## src/include/bridge_b_wp_params.svh

```systemverilog
/*
 * Offsets, reset values, field positions and widths of the write-protect
 * register block for bridge instance B.
 * Assumes inclusion by bare name from the package and the design module.
 */
`ifndef BRIDGE_B_WP_PARAMS_SVH
`define BRIDGE_B_WP_PARAMS_SVH

// Decoded address width on the register bus
`define WP_ADDR_W          12
`define WP_DATA_W          32
`define WP_PROT_W          7
`define WP_EVT_W           3

// Register byte offsets
`define WP_OFS_CLEAR       12'h000
`define WP_OFS_SET         12'h004
`define WP_OFS_IRQ_STATUS  12'h008
`define WP_OFS_IRQ_CLEAR   12'h00c
`define WP_OFS_IRQ_ENABLE  12'h010

// Protection field: reset value and implemented bits 6..1
`define WP_PROT_RESET      7'h02
`define WP_PROT_IMPL       7'h7e

// Protection bit positions
`define WP_BIT_TRACE       6
`define WP_BIT_USB         5
`define WP_BIT_DMA         4
`define WP_BIT_IO_PORT     3
`define WP_BIT_FLASH       2
`define WP_BIT_DEBUG_SVC   1

// Event bit positions in the interrupt registers
`define WP_EVT_DOUBLE_SET  0
`define WP_EVT_DOUBLE_CLR  1
`define WP_EVT_BLOCKED     2
`define WP_EVT_RESET       3'h0

// AHB-Lite encodings
`define WP_HSIZE_BYTE      3'h0
`define WP_HSIZE_HALF      3'h1

`endif

```

## src/include/bridge_b_wp_pkg.sv

```systemverilog
/*
 * Types of the write-protect register block: guard request carrier and
 * the block's whole state as one packed struct.
 * Assumes the params header is on the include path.
 */
`default_nettype none

`include "bridge_b_wp_params.svh"

package bridge_b_wp_pkg;

    // Write attempts towards the guarded peripherals, one bit per position
    typedef struct packed {
        logic [`WP_PROT_W-1:0] write;
        logic                  debug;
    } guard_req_t;

    typedef struct packed {
        logic                  data_phase;
        logic                  wr;
        logic [`WP_ADDR_W-1:0] addr;
        logic [3:0]            be;
        logic [`WP_PROT_W-1:0] prot;
        logic [`WP_EVT_W-1:0]  irq_status;
        logic [`WP_EVT_W-1:0]  irq_enable;
        logic [`WP_DATA_W-1:0] hrdata;
        logic                  access_error;
        logic                  reg_error;
    } state_t;

endpackage

`default_nettype wire

```

## src/hw/bridge_b_write_protect_regs.sv

```systemverilog
/*
 * Write-protect control for one peripheral bridge instance: clear and set
 * registers over AHB-Lite, a write guard for six peripherals, and sticky
 * error events with one level interrupt.
 * Assumes a single clock, a synchronous active-high reset, guard requests
 * from logic on the same clock, and a master doing single transfers.
 */
// Decided for this implementation: the AHB-Lite interface to the registers.
`timescale 1ns/1ps
`default_nettype none

`include "bridge_b_wp_params.svh"

module bridge_b_write_protect_regs (
    input  wire logic                       clock,
    input  wire logic                       rst,
    input  wire logic                       hsel,
    input  wire logic [31:0]                haddr,
    input  wire logic [1:0]                 htrans,
    input  wire logic                       hwrite,
    input  wire logic [2:0]                 hsize,
    input  wire logic [31:0]                hwdata,
    input  wire logic                       hready,
    output logic                            hreadyout,
    output logic                            hresp,
    output logic [31:0]                     hrdata,
    input  wire bridge_b_wp_pkg::guard_req_t guard_req,
    output logic [`WP_PROT_W-1:0]           guard_grant,
    output logic [`WP_PROT_W-1:0]           protect_state,
    output logic                            access_error,
    output logic                            reg_error,
    output logic                            irq
);

    localparam logic [`WP_PROT_W-1:0] PROT_IMPL = `WP_PROT_IMPL;

    bridge_b_wp_pkg::state_t st;
    bridge_b_wp_pkg::state_t next_st;

    // Byte lanes of a transfer from its size and low address bits
    function automatic logic [3:0] lanes(input logic [2:0] size,
                                         input logic [1:0] low);
        logic [3:0] be;
        be = 4'hf;
        case (size)
            `WP_HSIZE_BYTE: be = 4'h1 << low;
            `WP_HSIZE_HALF: be = low[1] ? 4'hc : 4'h3;
            default:        be = 4'hf;
        endcase
        return be;
    endfunction

    // Byte lanes widened to a bit mask
    function automatic logic [31:0] lane_mask(input logic [3:0] be);
        logic [31:0] m;
        m = 32'h0;
        for (int i = 0; i < 4; i++) begin
            m[i*8 +: 8] = {8{be[i]}};
        end
        return m;
    endfunction

    // Register read view; both protection registers show one state
    function automatic logic [31:0] read_view(
            input logic [`WP_ADDR_W-1:0] a,
            input bridge_b_wp_pkg::state_t s);
        logic [31:0] d;
        d = 32'h0;
        case (a)
            `WP_OFS_CLEAR:      d = 32'(s.prot & PROT_IMPL);
            `WP_OFS_SET:        d = 32'(s.prot & PROT_IMPL);
            `WP_OFS_IRQ_STATUS: d = 32'(s.irq_status);
            `WP_OFS_IRQ_ENABLE: d = 32'(s.irq_enable);
            default:            d = 32'h0;
        endcase
        return d;
    endfunction

    logic [31:0]            wmask;
    logic [31:0]            wval;
    logic [`WP_PROT_W-1:0]  hits;
    logic [`WP_PROT_W-1:0]  blocked_vec;
    logic [`WP_EVT_W-1:0]   evt;
    logic [`WP_EVT_W-1:0]   evt_clr;
    logic                   take;

    always_comb begin
        next_st = st;
        next_st.access_error = 1'b0;
        next_st.reg_error = 1'b0;
        wmask = lane_mask(st.be);
        wval = hwdata & wmask;
        // Only implemented positions take part; zeros never act
        hits = wval[`WP_PROT_W-1:0] & PROT_IMPL;
        evt = '0;
        evt_clr = '0;

        // Data phase of a write
        if (st.data_phase && st.wr) begin
            case (st.addr)
                `WP_OFS_CLEAR: begin
                    next_st.prot = st.prot & ~hits;
                    if ((hits & ~st.prot) != '0) begin
                        evt[`WP_EVT_DOUBLE_CLR] = 1'b1;
                    end
                end
                `WP_OFS_SET: begin
                    next_st.prot = st.prot | hits;
                    if ((hits & st.prot) != '0) begin
                        evt[`WP_EVT_DOUBLE_SET] = 1'b1;
                    end
                end
                `WP_OFS_IRQ_CLEAR: begin
                    evt_clr = wval[`WP_EVT_W-1:0];
                end
                `WP_OFS_IRQ_ENABLE: begin
                    if (st.be[0]) begin
                        next_st.irq_enable = hwdata[`WP_EVT_W-1:0];
                    end
                end
                default: begin
                end
            endcase
        end

        // Guarded writes; the debugger bypasses protection
        blocked_vec = guard_req.write & st.prot & PROT_IMPL;
        if (guard_req.debug) begin
            blocked_vec = '0;
        end
        if (blocked_vec != '0) begin
            evt[`WP_EVT_BLOCKED] = 1'b1;
        end

        next_st.access_error = evt[`WP_EVT_BLOCKED];
        next_st.reg_error = evt[`WP_EVT_DOUBLE_SET] | evt[`WP_EVT_DOUBLE_CLR];
        // New event wins over a clear in the same cycle
        next_st.irq_status = (st.irq_status & ~evt_clr) | evt;

        // Address phase
        take = hsel && htrans[1] && hready;
        next_st.data_phase = take;
        if (take) begin
            next_st.wr = hwrite;
            next_st.addr = {haddr[`WP_ADDR_W-1:2], 2'b00};
            next_st.be = lanes(hsize, haddr[1:0]);
            if (!hwrite) begin
                // Read sees any write finishing in this same cycle
                next_st.hrdata = read_view(next_st.addr, next_st);
            end
        end
    end

    always_ff @(posedge clock) begin
        if (rst) begin
            st.data_phase <= 1'b0;
            st.wr <= 1'b0;
            st.addr <= '0;
            st.be <= 4'h0;
            st.prot <= `WP_PROT_RESET;
            st.irq_status <= `WP_EVT_RESET;
            st.irq_enable <= `WP_EVT_RESET;
            st.hrdata <= 32'h0;
            st.access_error <= 1'b0;
            st.reg_error <= 1'b0;
        end else begin
            st <= next_st;
        end
    end

    // Positions: trace 6, USB 5, DMA 4, I/O port 3, flash 2, debug unit 1
    assign guard_grant = guard_req.write &
        ((~st.prot) | {`WP_PROT_W{guard_req.debug}});
    assign protect_state = st.prot & PROT_IMPL;
    assign hreadyout = 1'b1;
    assign hresp = 1'b0;
    assign hrdata = st.hrdata;
    assign access_error = st.access_error;
    assign reg_error = st.reg_error;
    assign irq = |(st.irq_status & st.irq_enable);

endmodule // bridge_b_write_protect_regs

`default_nettype wire

```

## config.mk

```make
export PLATFORM = sky130hd
export DESIGN_NAME = bridge_b_write_protect_regs
export DESIGN_NICKNAME = d
export VERILOG_FILES = /design/src/include/bridge_b_wp_pkg.sv /design/src/hw/bridge_b_write_protect_regs.sv
export VERILOG_INCLUDE_DIRS = /design/src /design/src/include
export SDC_FILE = /design/constraint.sdc
export NUM_CORES = 1
export LEC_CHECK = 0
export CORE_UTILIZATION = 55
export CTS_CLUSTER_SIZE = 12
export DETAILED_ROUTE_END_ITERATION = 6
export DONT_BUFFER_PORTS = 1
export PLACE_DENSITY = 0.7
export SETUP_SLACK_MARGIN = 0.2
export SYNTH_ARGS = -nofsm -noshare
export SYNTH_HDL_FRONTEND = slang
export SYNTH_SLANG_ARGS = --single-unit
```

## constraint.sdc

```tcl
create_clock -name clock -period 2.1 [get_ports clock]
set_input_delay 0.42 -clock clock [delete_from_list [all_inputs] [get_ports clock]]
set_output_delay 0.42 -clock clock [all_outputs]
set_load 0.1 [all_outputs]
```

Word-level counts from Yosys, hierarchy flattened
Cells that the tools add are included.
W data, S select, Z words.
{"block": "op_classes", "eq_ne": 7, "shift": 1, "n_mux": 17, "bitwise": 16, "n_reduce_logical": 14}
{"cell": "$and A7 B7 Y7", "n": 6}
{"cell": "$pmux W7 S3", "n": 1}
{"cell": "$reduce_bool A7 Y1", "n": 3}
{"cell": "$eq A10 B1 Y1 const B", "n": 2}
{"cell": "$eq A10 B2 Y1 const B", "n": 2}
{"cell": "$eq A10 B3 Y1 const B", "n": 2}
{"cell": "$mux W3", "n": 5}
{"cell": "$mux W7", "n": 2}
{"cell": "$not A7 Y7", "n": 2}
{"cell": "$or A7 B7 Y7", "n": 2}
{"cell": "$pmux W7 S2", "n": 1}
{"cell": "$logic_not A12 Y1", "n": 1}
{"cell": "$logic_not A10 Y1", "n": 1}
{"cell": "$and A3 B3 Y3", "n": 2}
{"cell": "$mux W1", "n": 6}
{"cell": "$reduce_and A2 Y1", "n": 2}
{"cell": "$eq A3 B1 Y1 const B", "n": 1}
{"cell": "$logic_and A1 B1 Y1", "n": 3}
{"cell": "$logic_not A3 Y1", "n": 1}
{"cell": "$not A3 Y3", "n": 1}
{"cell": "$or A3 B3 Y3", "n": 1}
{"cell": "$reduce_or A3 Y1", "n": 1}
{"cell": "$mux W2", "n": 1}
{"cell": "$pmux W1 S2", "n": 1}
{"cell": "5 further kinds", "n": 5}
{"block": "totals", "ff_bits": 60, "wordCells": 66}

Depth between registers and ports, before layout
Gate-level depths: netlist (run 1).
{"block": "depth", "ltp_word": 8, "mapped_depth": 6, "ltp_nobuf": 5}

Worst setup path after synthesis (run 1)
Ideal clock, no wire load.
{"block": "synth_timing", "path_kind": "input port to output port", "from": "input guard_req[0] (netlist name)", "to": "output guard_grant[0]", "arrival_time_ps": 2683, "required_time_ps": 1680, "path_slack_ps": -1003, "stages": 2, "path_buffers": 0, "cell_sequence": "inv_1 > a21boi_0"}
{"block": "synth_via", "elab_chain_cells": 2}
{"element": "start, declared", "line_no": "bridge_b_write_protect_regs.sv:27", "text": "input wire bridge_b_wp_pkg::guard_req_t guard_req,"}
{"element": "$or A7 B7 Y7", "line_no": "bridge_b_write_protect_regs.sv:173", "text": "((~st.prot) | {`WP_PROT_W{guard_req.debug}});"}
{"element": "$and A7 B7 Y7", "line_no": "bridge_b_write_protect_regs.sv:172", "text": "assign guard_grant = guard_req.write &"}
{"element": "end, declared", "line_no": "bridge_b_write_protect_regs.sv:28", "text": "output logic [`WP_PROT_W-1:0] guard_grant,"}
Every way passes these cells.

Worst setup path after layout (run 1)
{"block": "layout_timing", "from": "register st[38] (netlist name)", "to": "output irq"}
{"block": "layout_via", "elab_chain_cells": 2}
{"element": "start, declared", "line_no": "bridge_b_write_protect_regs.sv:37", "text": "bridge_b_wp_pkg::state_t st;"}
{"element": "start signal, assigned", "line_no": "bridge_b_write_protect_regs.sv:167", "text": "st <= next_st;"}
{"element": "$and A3 B3 Y3", "line_no": "bridge_b_write_protect_regs.sv:180", "text": "assign irq = |(st.irq_status & st.irq_enable);"}
{"element": "$reduce_or A3 Y1", "line_no": "bridge_b_write_protect_regs.sv:180"}
{"element": "end, declared", "line_no": "bridge_b_write_protect_regs.sv:32", "text": "output logic irq"}
Every way passes these cells.

==> out/qor.yml, run 1 <==
run_status:
  status: "finished, final reports clean"
layout:
  antenna_cells: 0
  fillers: 295
  drive_gt1_frac: 0.185
  area_growth_pct: 6.34
  layout.nets: 321
setup_path:
  crit_type: "reg -> out"
  path_cells: "a222oi_1, inv_2"
  r2r-start: "st[59]$_SDFFE_PP0P_"
  cp.required_ns: 1.68
  reg2reg_slack_ns: 0.33
  max_stage_delay_ns: 0.41
  arrival_ns: 1.41
  reg2reg_depth: 4
  worst-path-max-fanout: 4
  cp-end-kind: "output pin"
  start_kind: "flip-flop"
  cp_slowest_cell: "a222oi_1"
  timing.rr.end: "hrdata[0]$_SDFFE_PP0P_"
cts:
  clock_sinks: 35
  cts_buffers: 5
  cts_tree: "yes"
  clkTransAtPathRegs_ns: 0.10
  cts_root_buf: "clkbuf_4"
  clockBufferDepth: 2
  hold_buffers: 0
  insertion_delay_ns: 0.33
  htree_levels: 2
sta:
  relSlewSlack: 0.648
  max_freq_mhz: 547
  rsz0062_at_grt: "no"
  final-setup-viol-count: 0
  worst_slack_ns: 0.272
  tightest_slew_ns: 0.525
  fin_crit_sh: 0.871
  hold_viol: 0
  fin_crit_ns: 1.83
  report.final.slew_viol_count: 0
  fin_skew_ns: 0.00724
synth:
  seq_area_frac_synth: 0.370
  synth-edff-count: 0
  synth_area_um2: 1900
  netlist_top_cells_count: "buf_4, dfxtp_1, nand2_1"
  yosysTopAreaCell: "dfxtp_1"
  synthTopCellsByArea: "dfxtp_1, buf_4, nand2_1"
  synthDistinctLibCells: 44
  synthArstFlopShare: 0
  synth_area_per_cell_um2: 8.28
  ys_ff_latch: 35
  synth_top_area_share: 0.370
  ys_warn_count: 0
  synthCells: 229
  ys.flop_type: "dfxtp_1"
  synth.most_common_cell: "buf_4"
floorplan:
  die_w_um: 60.7
  die_y_um: 60.7
  ios: 133
  core_area_um2: 3150
  initial_core_util: 0.601
  die_area_um2: 3690
  row_count: 20
detailed_routing:
  drt_iter0_markers: 74
  ant_nets: 0
  drc_errors: 0
  via_count: 1594
  avgRoutedWirePerCell_um: 14.7
  firstDrtPassIters: 4
  wirelength_um: 4160
  vias_per_cell: 5.65
min_path:
  worstHoldEndpoint: "st[57]$_SDFFE_PP0P_"
  min-delay-start: "rst"
  hold_path_class: "in -> reg"
  min_path_cells: 1
placed_design:
  place.gp.congestion: 0.939
  post-dp-hpwl_um: 3170
  dpl_worst_slack_ns: 0.224
  numPortBuffers: 0
global_routing:
  grt_max_degree: 28
  grt_overflow: 0
  grt_use_total: 0.237
  grt_pass1_wl_um: 6240
  grt_pass1_vias: 1404
  grt_antenna_before_repair: 0
power:
  power_density_nw_per_um2: 679
  p_leak_nw: 0.844
  ir_drop_v: 0.000472
  total_power_mw: 1.37
run:
  drv_cap: 0
worst max path at each step:
stage | cells after the start | endpoint | from | slack [ns]
detailed placement | 5 | hrdata[1]$_SDFFE_PP0P_ | haddr[8] | 0.22
floorplan | 2 | guard_grant[0] | guard_req[0] | -0.28
CTS | 2 | irq | st[38]$_SDFF_PP0_ | 0.27
global placement | 5 | hrdata[1]$_SDFFE_PP0P_ | haddr[8] | 0.25
finish | 2 | irq | st[38]$_SDFF_PP0_ | 0.27
global route | 4 | hrdata[1]$_SDFFE_PP0P_ | st[59]$_SDFFE_PP0P_ | 0.21
state kept, by name, indices dropped and copies added (netlist names):
register / flops
access_error: 1
hrdata: 7
protect_state: 6
reg_error: 1
st: 20
cell type report:
cell class	count	area, um^2	area share
clock buffer	6	41.3	0.0205
inverter	11	41.3	0.0205
tap	44	55.1	0.0273
multi-input combinational	161	952	0.472
sequential	35	701	0.348
timing repair buffer	25	225	0.112
where the power goes:
group          internal (mW)  switching, mW  total [mW]
clock                  0.119          0.200       0.318
combinational         0.0493          0.317       0.366
sequential             0.674         0.0105       0.685
total                  0.842          0.527        1.37
per-stage QoR:
step | hold WS (ns) | instance area, um^2 | instances | util | setup TNS [ns]
floorplan | 0.432 | 1990 | 255 | - | -1.65
global placement | 0.437 | 1960 | 276 | 0.623 | 0
detailed placement | 0.440 | 1960 | 276 | 0.623 | 0
CTS | 0.134 | 2010 | 282 | 0.636 | 0
global route | 0.112 | 2020 | 282 | 0.639 | 0
finish | 0.144 | 2020 | 282 | 0.639 | 0
logic make-up after synthesis:
group | after synthesis | synth area share
muxes | 5 | 0.0264
and+or+nand+nor | 71 | 0.189
buffers and inverters | 59 | 0.199
AOI/OAI and AO/OA | 57 | 0.212
other | 2 | 0.00396
DFF | 35 | 0.370
cells in the final DEF, fill, tap and decap left out, types with 4 or more instances in the layout:
master | synthesis | final
a22oi_1 | 7 | 7
a21oi_1 | 17 | 17
nand3_1 | 5 | 5
a22o_1 | 4 | 4
dfxtp_1 | 35 | 35
o21ai_0 | 4 | 4
nor3_1 | 4 | 4
nor2_1 | 14 | 14
clkbuf_4 | 0 | 5
a21boi_2 | 0 | 7
conb_1 | 2 | 28
nand2_1 | 28 | 28
inv_1 | 11 | 10
buf_4 | 41 | 22
mux2i_1 | 5 | 5
timing repair:
action,CTS,global route
buffers inserted,0,0
gates resized for setup,1,2
endpoints found under the setup margin,1,6
routing by layer:
metal / part of all wire / global-route usage / vias to the layer above
met5: 0 / 0 / -
li1: - / - / 759
met4: 0.020 / 0.117 / 0
met3: 0.096 / 0.0938 / 10
met2: 0.49 / 0.389 / 83
met1: 0.39 / 0.268 / 742
critical path, delay by kind of cell (launching register included):
family,cells,cell delay (ns)
compound gates,1,0.41
buf+inv,1,0.30
flops,1,0.36
Power figures use the tool's default switching activity.
==> inputs of run 2 (changes only) <==
Settings changed: RECOVER_POWER from default to 100.
==> run 2 against run 1 <==
  * Clock power about the same
  * Sequential share of layout area is 1.2 points higher
  * First-iteration DRC count fell by 22%
  * Combinational power decreased by 2%
  * Global-route usage is the same
  * Core utilization down 2.1 points
  * Routed wire length up 0.46%
  * Setup slack lost 0.11 ns
  * Largest power group unchanged
==> out/qor.yml, run 2 (same netlist as run 1, synthesis figures left out) <==
run_status:
  status: "finished, final reports clean"
cts:
  cts_buffers: 5
  cts_root_buf: "clkbuf_4"
  htree_levels: 2
  hold_buffers: 0
  insertion_delay_ns: 0.33
  clock_sinks: 35
  cts_tree: "yes"
  cts_setup_buffers: 0
  clockBufferDepth: 2
  clkTransAtPathRegs_ns: 0.10
setup_path:
  start_kind: "flip-flop"
  crit_start: "protect_state[3]$_SDFF_PP0_"
  cp-end-kind: "output pin"
  arrival_ns: 1.52
  reg2reg_slack_ns: 0.19
  r2r-start: "st[59]$_SDFFE_PP0P_"
  reg2reg_depth: 4
  worst-path-max-fanout: 4
  timing.rr.end: "hrdata[0]$_SDFFE_PP0P_"
  crit_type: "reg -> out"
  cp.required_ns: 1.68
min_path:
  min_path_cells: 1
  hold_path_class: "in -> reg"
  worstHoldEndpoint: "protect_state[2]$_SDFF_PP0_"
  min-delay-start: "rst"
floorplan:
  ios: 133
  initial_core_util: 0.601
  die_y_um: 60.7
  die_w_um: 60.7
  die_area_um2: 3690
  row_count: 20
  core_area_um2: 3150
placed_design:
  numPortBuffers: 0
  postPlaceCellArea_um2: 1960
  place.gp.congestion: 0.939
  post-dp-hpwl_um: 3170
run:
  drv_cap: 0
sta:
  final-setup-viol-count: 0
  fin_crit_ns: 1.94
  max_freq_mhz: 517
  fin_skew_ns: 0.00842
  hold_viol: 0
  relSlewSlack: 0.629
  report.final.slew_viol_count: 0
  fin_setup_tns_ns: 0
  rsz0062_at_grt: "no"
  tightest_slew_ns: 0.557
  fin_crit_sh: 0.921
layout:
  fin_util: 0.619
  antenna_cells: 0
  largest_reg_flops: 20
  layout.nets: 321
  final_common_cell: "dfxtp_1"
  drive_gt1_frac: 0.155
  top_register: "st"
  area_growth_pct: 2.90
  fillers: 315
  most-common-layout-cells: "dfxtp_1, nand2_1, conb_1"
  stdcell_area_um2: 1950
detailed_routing:
  drc_errors: 0
  ant_nets: 0
  avgRoutedWirePerCell_um: 14.8
  via_count: 1602
  drt_iter0_markers: 58
  firstDrtPassIters: 4
  wirelength_um: 4180
  vias_per_cell: 5.68
global_routing:
  grt_pass1_vias: 1404
  grt_antenna_before_repair: 0
  grt_use_total: 0.237
  grt_max_degree: 28
  grt_pass1_wl_um: 6240
  grt_overflow: 0
power:
  power_density_nw_per_um2: 698
  ir_drop_v: 0.000456
  total_power_mw: 1.36
  p_leak_nw: 0.824
run 2: changes by cell type in the layout (fill, tap and decap cells not counted), sizes merged:
cell and delta:
buf -16, clkbuf +16
run 2: per-stage QoR:
stage               worst slack, ns  instances  hold WS [ns]
detailed placement            0.224        276         0.440
global placement              0.249        276         0.437
floorplan                    -0.278        255         0.432
finish                        0.165        282         0.143
CTS                           0.267        282         0.134
global route                  0.112        282         0.112
run 2: where the power goes:
| group | switching [mW] | total (mW) | leakage (nW) | internal, mW |
|---|---|---|---|---|
| registers | 0.0104 | 0.685 | 0.283 | 0.674 |
| logic | 0.316 | 0.359 | 0.516 | 0.0427 |
| clock network | 0.199 | 0.318 | 0.0242 | 0.119 |
run 2: final cells by class:
class	count	area, um^2	share of cell area
timing repair buffer	25	180	0.0924
inverter	11	41.3	0.0212
sequential	35	701	0.359
multi-input combinational	161	932	0.478
tap	44	55.1	0.0282
clock buffer	6	41.3	0.0212
run 2: worst max path at each step:
stage / end / slack (ns) / depth (start not counted)
2_1_floorplan: guard_grant[0] / -0.28 / 2
6_report: guard_grant[3] / 0.16 / 3
3_5_place_dp: hrdata[1]$_SDFFE_PP0P_ / 0.22 / 5
3_3_place_gp: hrdata[1]$_SDFFE_PP0P_ / 0.25 / 5
5_1_grt: guard_grant[3] / 0.11 / 3
4_1_cts: irq / 0.27 / 2
run 2: layer usage:
| layer | part of all wire | up-vias | global-route usage | wire length [um] |
|---|---|---|---|---|
| li1 | - | 755 | - | - |
| met1 | 0.39 | 750 | 0.268 | 1620 |
| met2 | 0.49 | 87 | 0.389 | 2060 |
| met3 | 0.10 | 10 | 0.0938 | 416 |
| met4 | 0.020 | 0 | 0.117 | 82 |
| met5 | 0 | - | 0 | 0 |
run 2: critical path, stage by stage (launching register included):
cell	delay (ns)
dfxtp_1	0.35
buf_4	0.25
a21boi_2	0.15
buf_2	0.43
run 2: repair_timing:
action | CTS | global route
hold endpoints to repair | 0 | 0
gates resized for setup | 1 | 2
pin swaps | 0 | 0
endpoints found under the setup margin | 1 | 6
==> inputs of run 3 (changes only) <==
Settings changed: RECOVER_POWER 100 to 50.
==> run 3 against run 2 <==
  * Sequential power about the same
  * Die area unchanged
  * Non-clock buffer count unchanged
  * Sequential cell count unchanged
  * Design area up 1.8%
  * Power up 0.39%
  * Via count down 0.50%
  * Register-to-register slack better by 0.14 ns
  * Sequential share of layout area down 0.63 points
  * Largest cell class unchanged
  * Largest power group unchanged
  * Highest routed layer unchanged
==> out/qor.yml, run 3 (same netlist as run 1, synthesis figures left out) <==
sta:
  tightest_slew_ns: 0.557
  rsz0062_at_grt: "no"
  worst_slack_ns: 0.248
  relSlewSlack: 0.629
  fin_crit_ns: 1.85
  fin_crit_sh: 0.882
  fin_skew_ns: 0.00695
  final-setup-viol-count: 0
  hold_ws_ns: 0.144
  hold_viol: 0
  max_freq_mhz: 540
  report.final.slew_viol_count: 0
detailed_routing:
  vias_per_cell: 5.65
  drc_errors: 0
  avgRoutedWirePerCell_um: 14.6
  wirelength_um: 4130
  ant_nets: 0
  via_count: 1594
  firstDrtPassIters: 4
  drt_iter0_markers: 75
setup_path:
  arrival_ns: 1.43
  r2r-start: "st[59]$_SDFFE_PP0P_"
  cp-end-kind: "output pin"
  crit_type: "reg -> out"
  timing.rr.end: "hrdata[0]$_SDFFE_PP0P_"
  cp.required_ns: 1.68
  worst-path-max-fanout: 4
  reg2reg_depth: 4
  start_kind: "flip-flop"
  reg2reg_slack_ns: 0.33
power:
  p_switching_uw: 527
  combinationalPowerShare: 0.266
  total_power_mw: 1.37
  ir_drop_v: 0.000471
  p_clk_frac: 0.233
  switching_share: 0.385
  power_density_nw_per_um2: 688
  p_int_uw: 840
  p_leak_nw: 0.830
  pwr-share-seq: 0.501
placed_design:
  numPortBuffers: 0
  post-dp-hpwl_um: 3170
  dpl_worst_slack_ns: 0.224
  placed_cells: 276
  place.gp.congestion: 0.939
  postPlaceCellArea_um2: 1960
layout:
  seq_area_um2: 701
  multiInputGateArea_um2: 952
  stdcell_area_um2: 1990
  fillers: 305
  top_register: "st"
  drive_gt1_frac: 0.176
  final_common_cell: "dfxtp_1"
  final_cell_count_no_fill: 282
  antenna_cells: 0
  largest_reg_flops: 20
  area_growth_pct: 4.75
  layout.nets: 321
  most-common-layout-cells: "dfxtp_1, nand2_1, conb_1"
cts:
  cts_setup_buffers: 0
  clockBufferDepth: 2
  htree_levels: 2
  cts_buffers: 5
  hold_buffers: 0
  cts_tree: "yes"
  clock_sinks: 35
  insertion_delay_ns: 0.33
  cts_root_buf: "clkbuf_4"
  clkTransAtPathRegs_ns: 0.10
global_routing:
  grt_pass1_vias: 1404
  grt_use_total: 0.237
  grt_pass1_wl_um: 6240
  grt_overflow: 0
  grt_max_degree: 28
  grt_antenna_before_repair: 0
floorplan:
  die_w_um: 60.7
  ios: 133
  die_area_um2: 3690
  core_area_um2: 3150
  initial_core_util: 0.601
  die_y_um: 60.7
  row_count: 20
run:
  drv_cap: 0
min_path:
  min-delay-start: "rst"
  hold_path_class: "in -> reg"
  worstHoldEndpoint: "st[57]$_SDFFE_PP0P_"
  min_path_cells: 1
run_status:
  status: "finished, final reports clean"
-- run 3: repair_timing --
item / in CTS / in global routing
endpoints found under the setup margin: 1 / 6
resized for setup: 1 / 2
pin swaps: 0 / 0
-- run 3: per-stage QoR --
step | TNS [ns] | util
finish | 0 | 0.630
global placement | 0 | 0.623
global route | 0 | 0.630
detailed placement | 0 | 0.623
CTS | 0 | 0.636
floorplan | -1.65 | -
-- run 3: cell type report --
cell class | count | share of cell area
repair buffers | 25 | 0.0983
inverters | 11 | 0.0208
well taps | 44 | 0.0277
multi-input cells | 161 | 0.480
flip-flops and latches | 35 | 0.353
clock buffers | 6 | 0.0208
-- run 3: how the worst max path moves through the flow --
stage	cells past startpoint	from	slack, ns	endpoint
6_report	2	st[38]$_SDFF_PP0_	0.25	irq
3_3_place_gp	5	haddr[8]	0.25	hrdata[1]$_SDFFE_PP0P_
5_1_grt	4	st[59]$_SDFFE_PP0P_	0.21	hrdata[1]$_SDFFE_PP0P_
2_1_floorplan	2	guard_req[0]	-0.28	guard_grant[0]
4_1_cts	2	st[38]$_SDFF_PP0_	0.27	irq
3_5_place_dp	5	haddr[8]	0.22	hrdata[1]$_SDFFE_PP0P_
-- run 3: power by group through the flow --
stage          clock [mW]  sequential [mW]  combinational [mW]
2_1_floorplan           0            0.701               0.366
3_3_place_gp            0            0.698               0.359
3_5_place_dp            0            0.699               0.363
4_1_cts             0.326            0.683               0.363
5_1_grt             0.355            0.686               0.376
6_report            0.319            0.685               0.364
-- run 3: metal layers --
| metal | wire length, um | vias up | GRT usage |
|---|---|---|---|
| met5 | 0 | - | 0 |
| met4 | 82 | 0 | 0.117 |
| met3 | 431 | 10 | 0.0938 |
| met2 | 2030 | 84 | 0.389 |
| met1 | 1590 | 744 | 0.268 |
| li1 | - | 756 | - |
-- run 3: critical path, cell delays in order (launching register included) --
cell	delay, ns
dfxtp_1	0.36
a222oi_1	0.43
inv_2	0.31
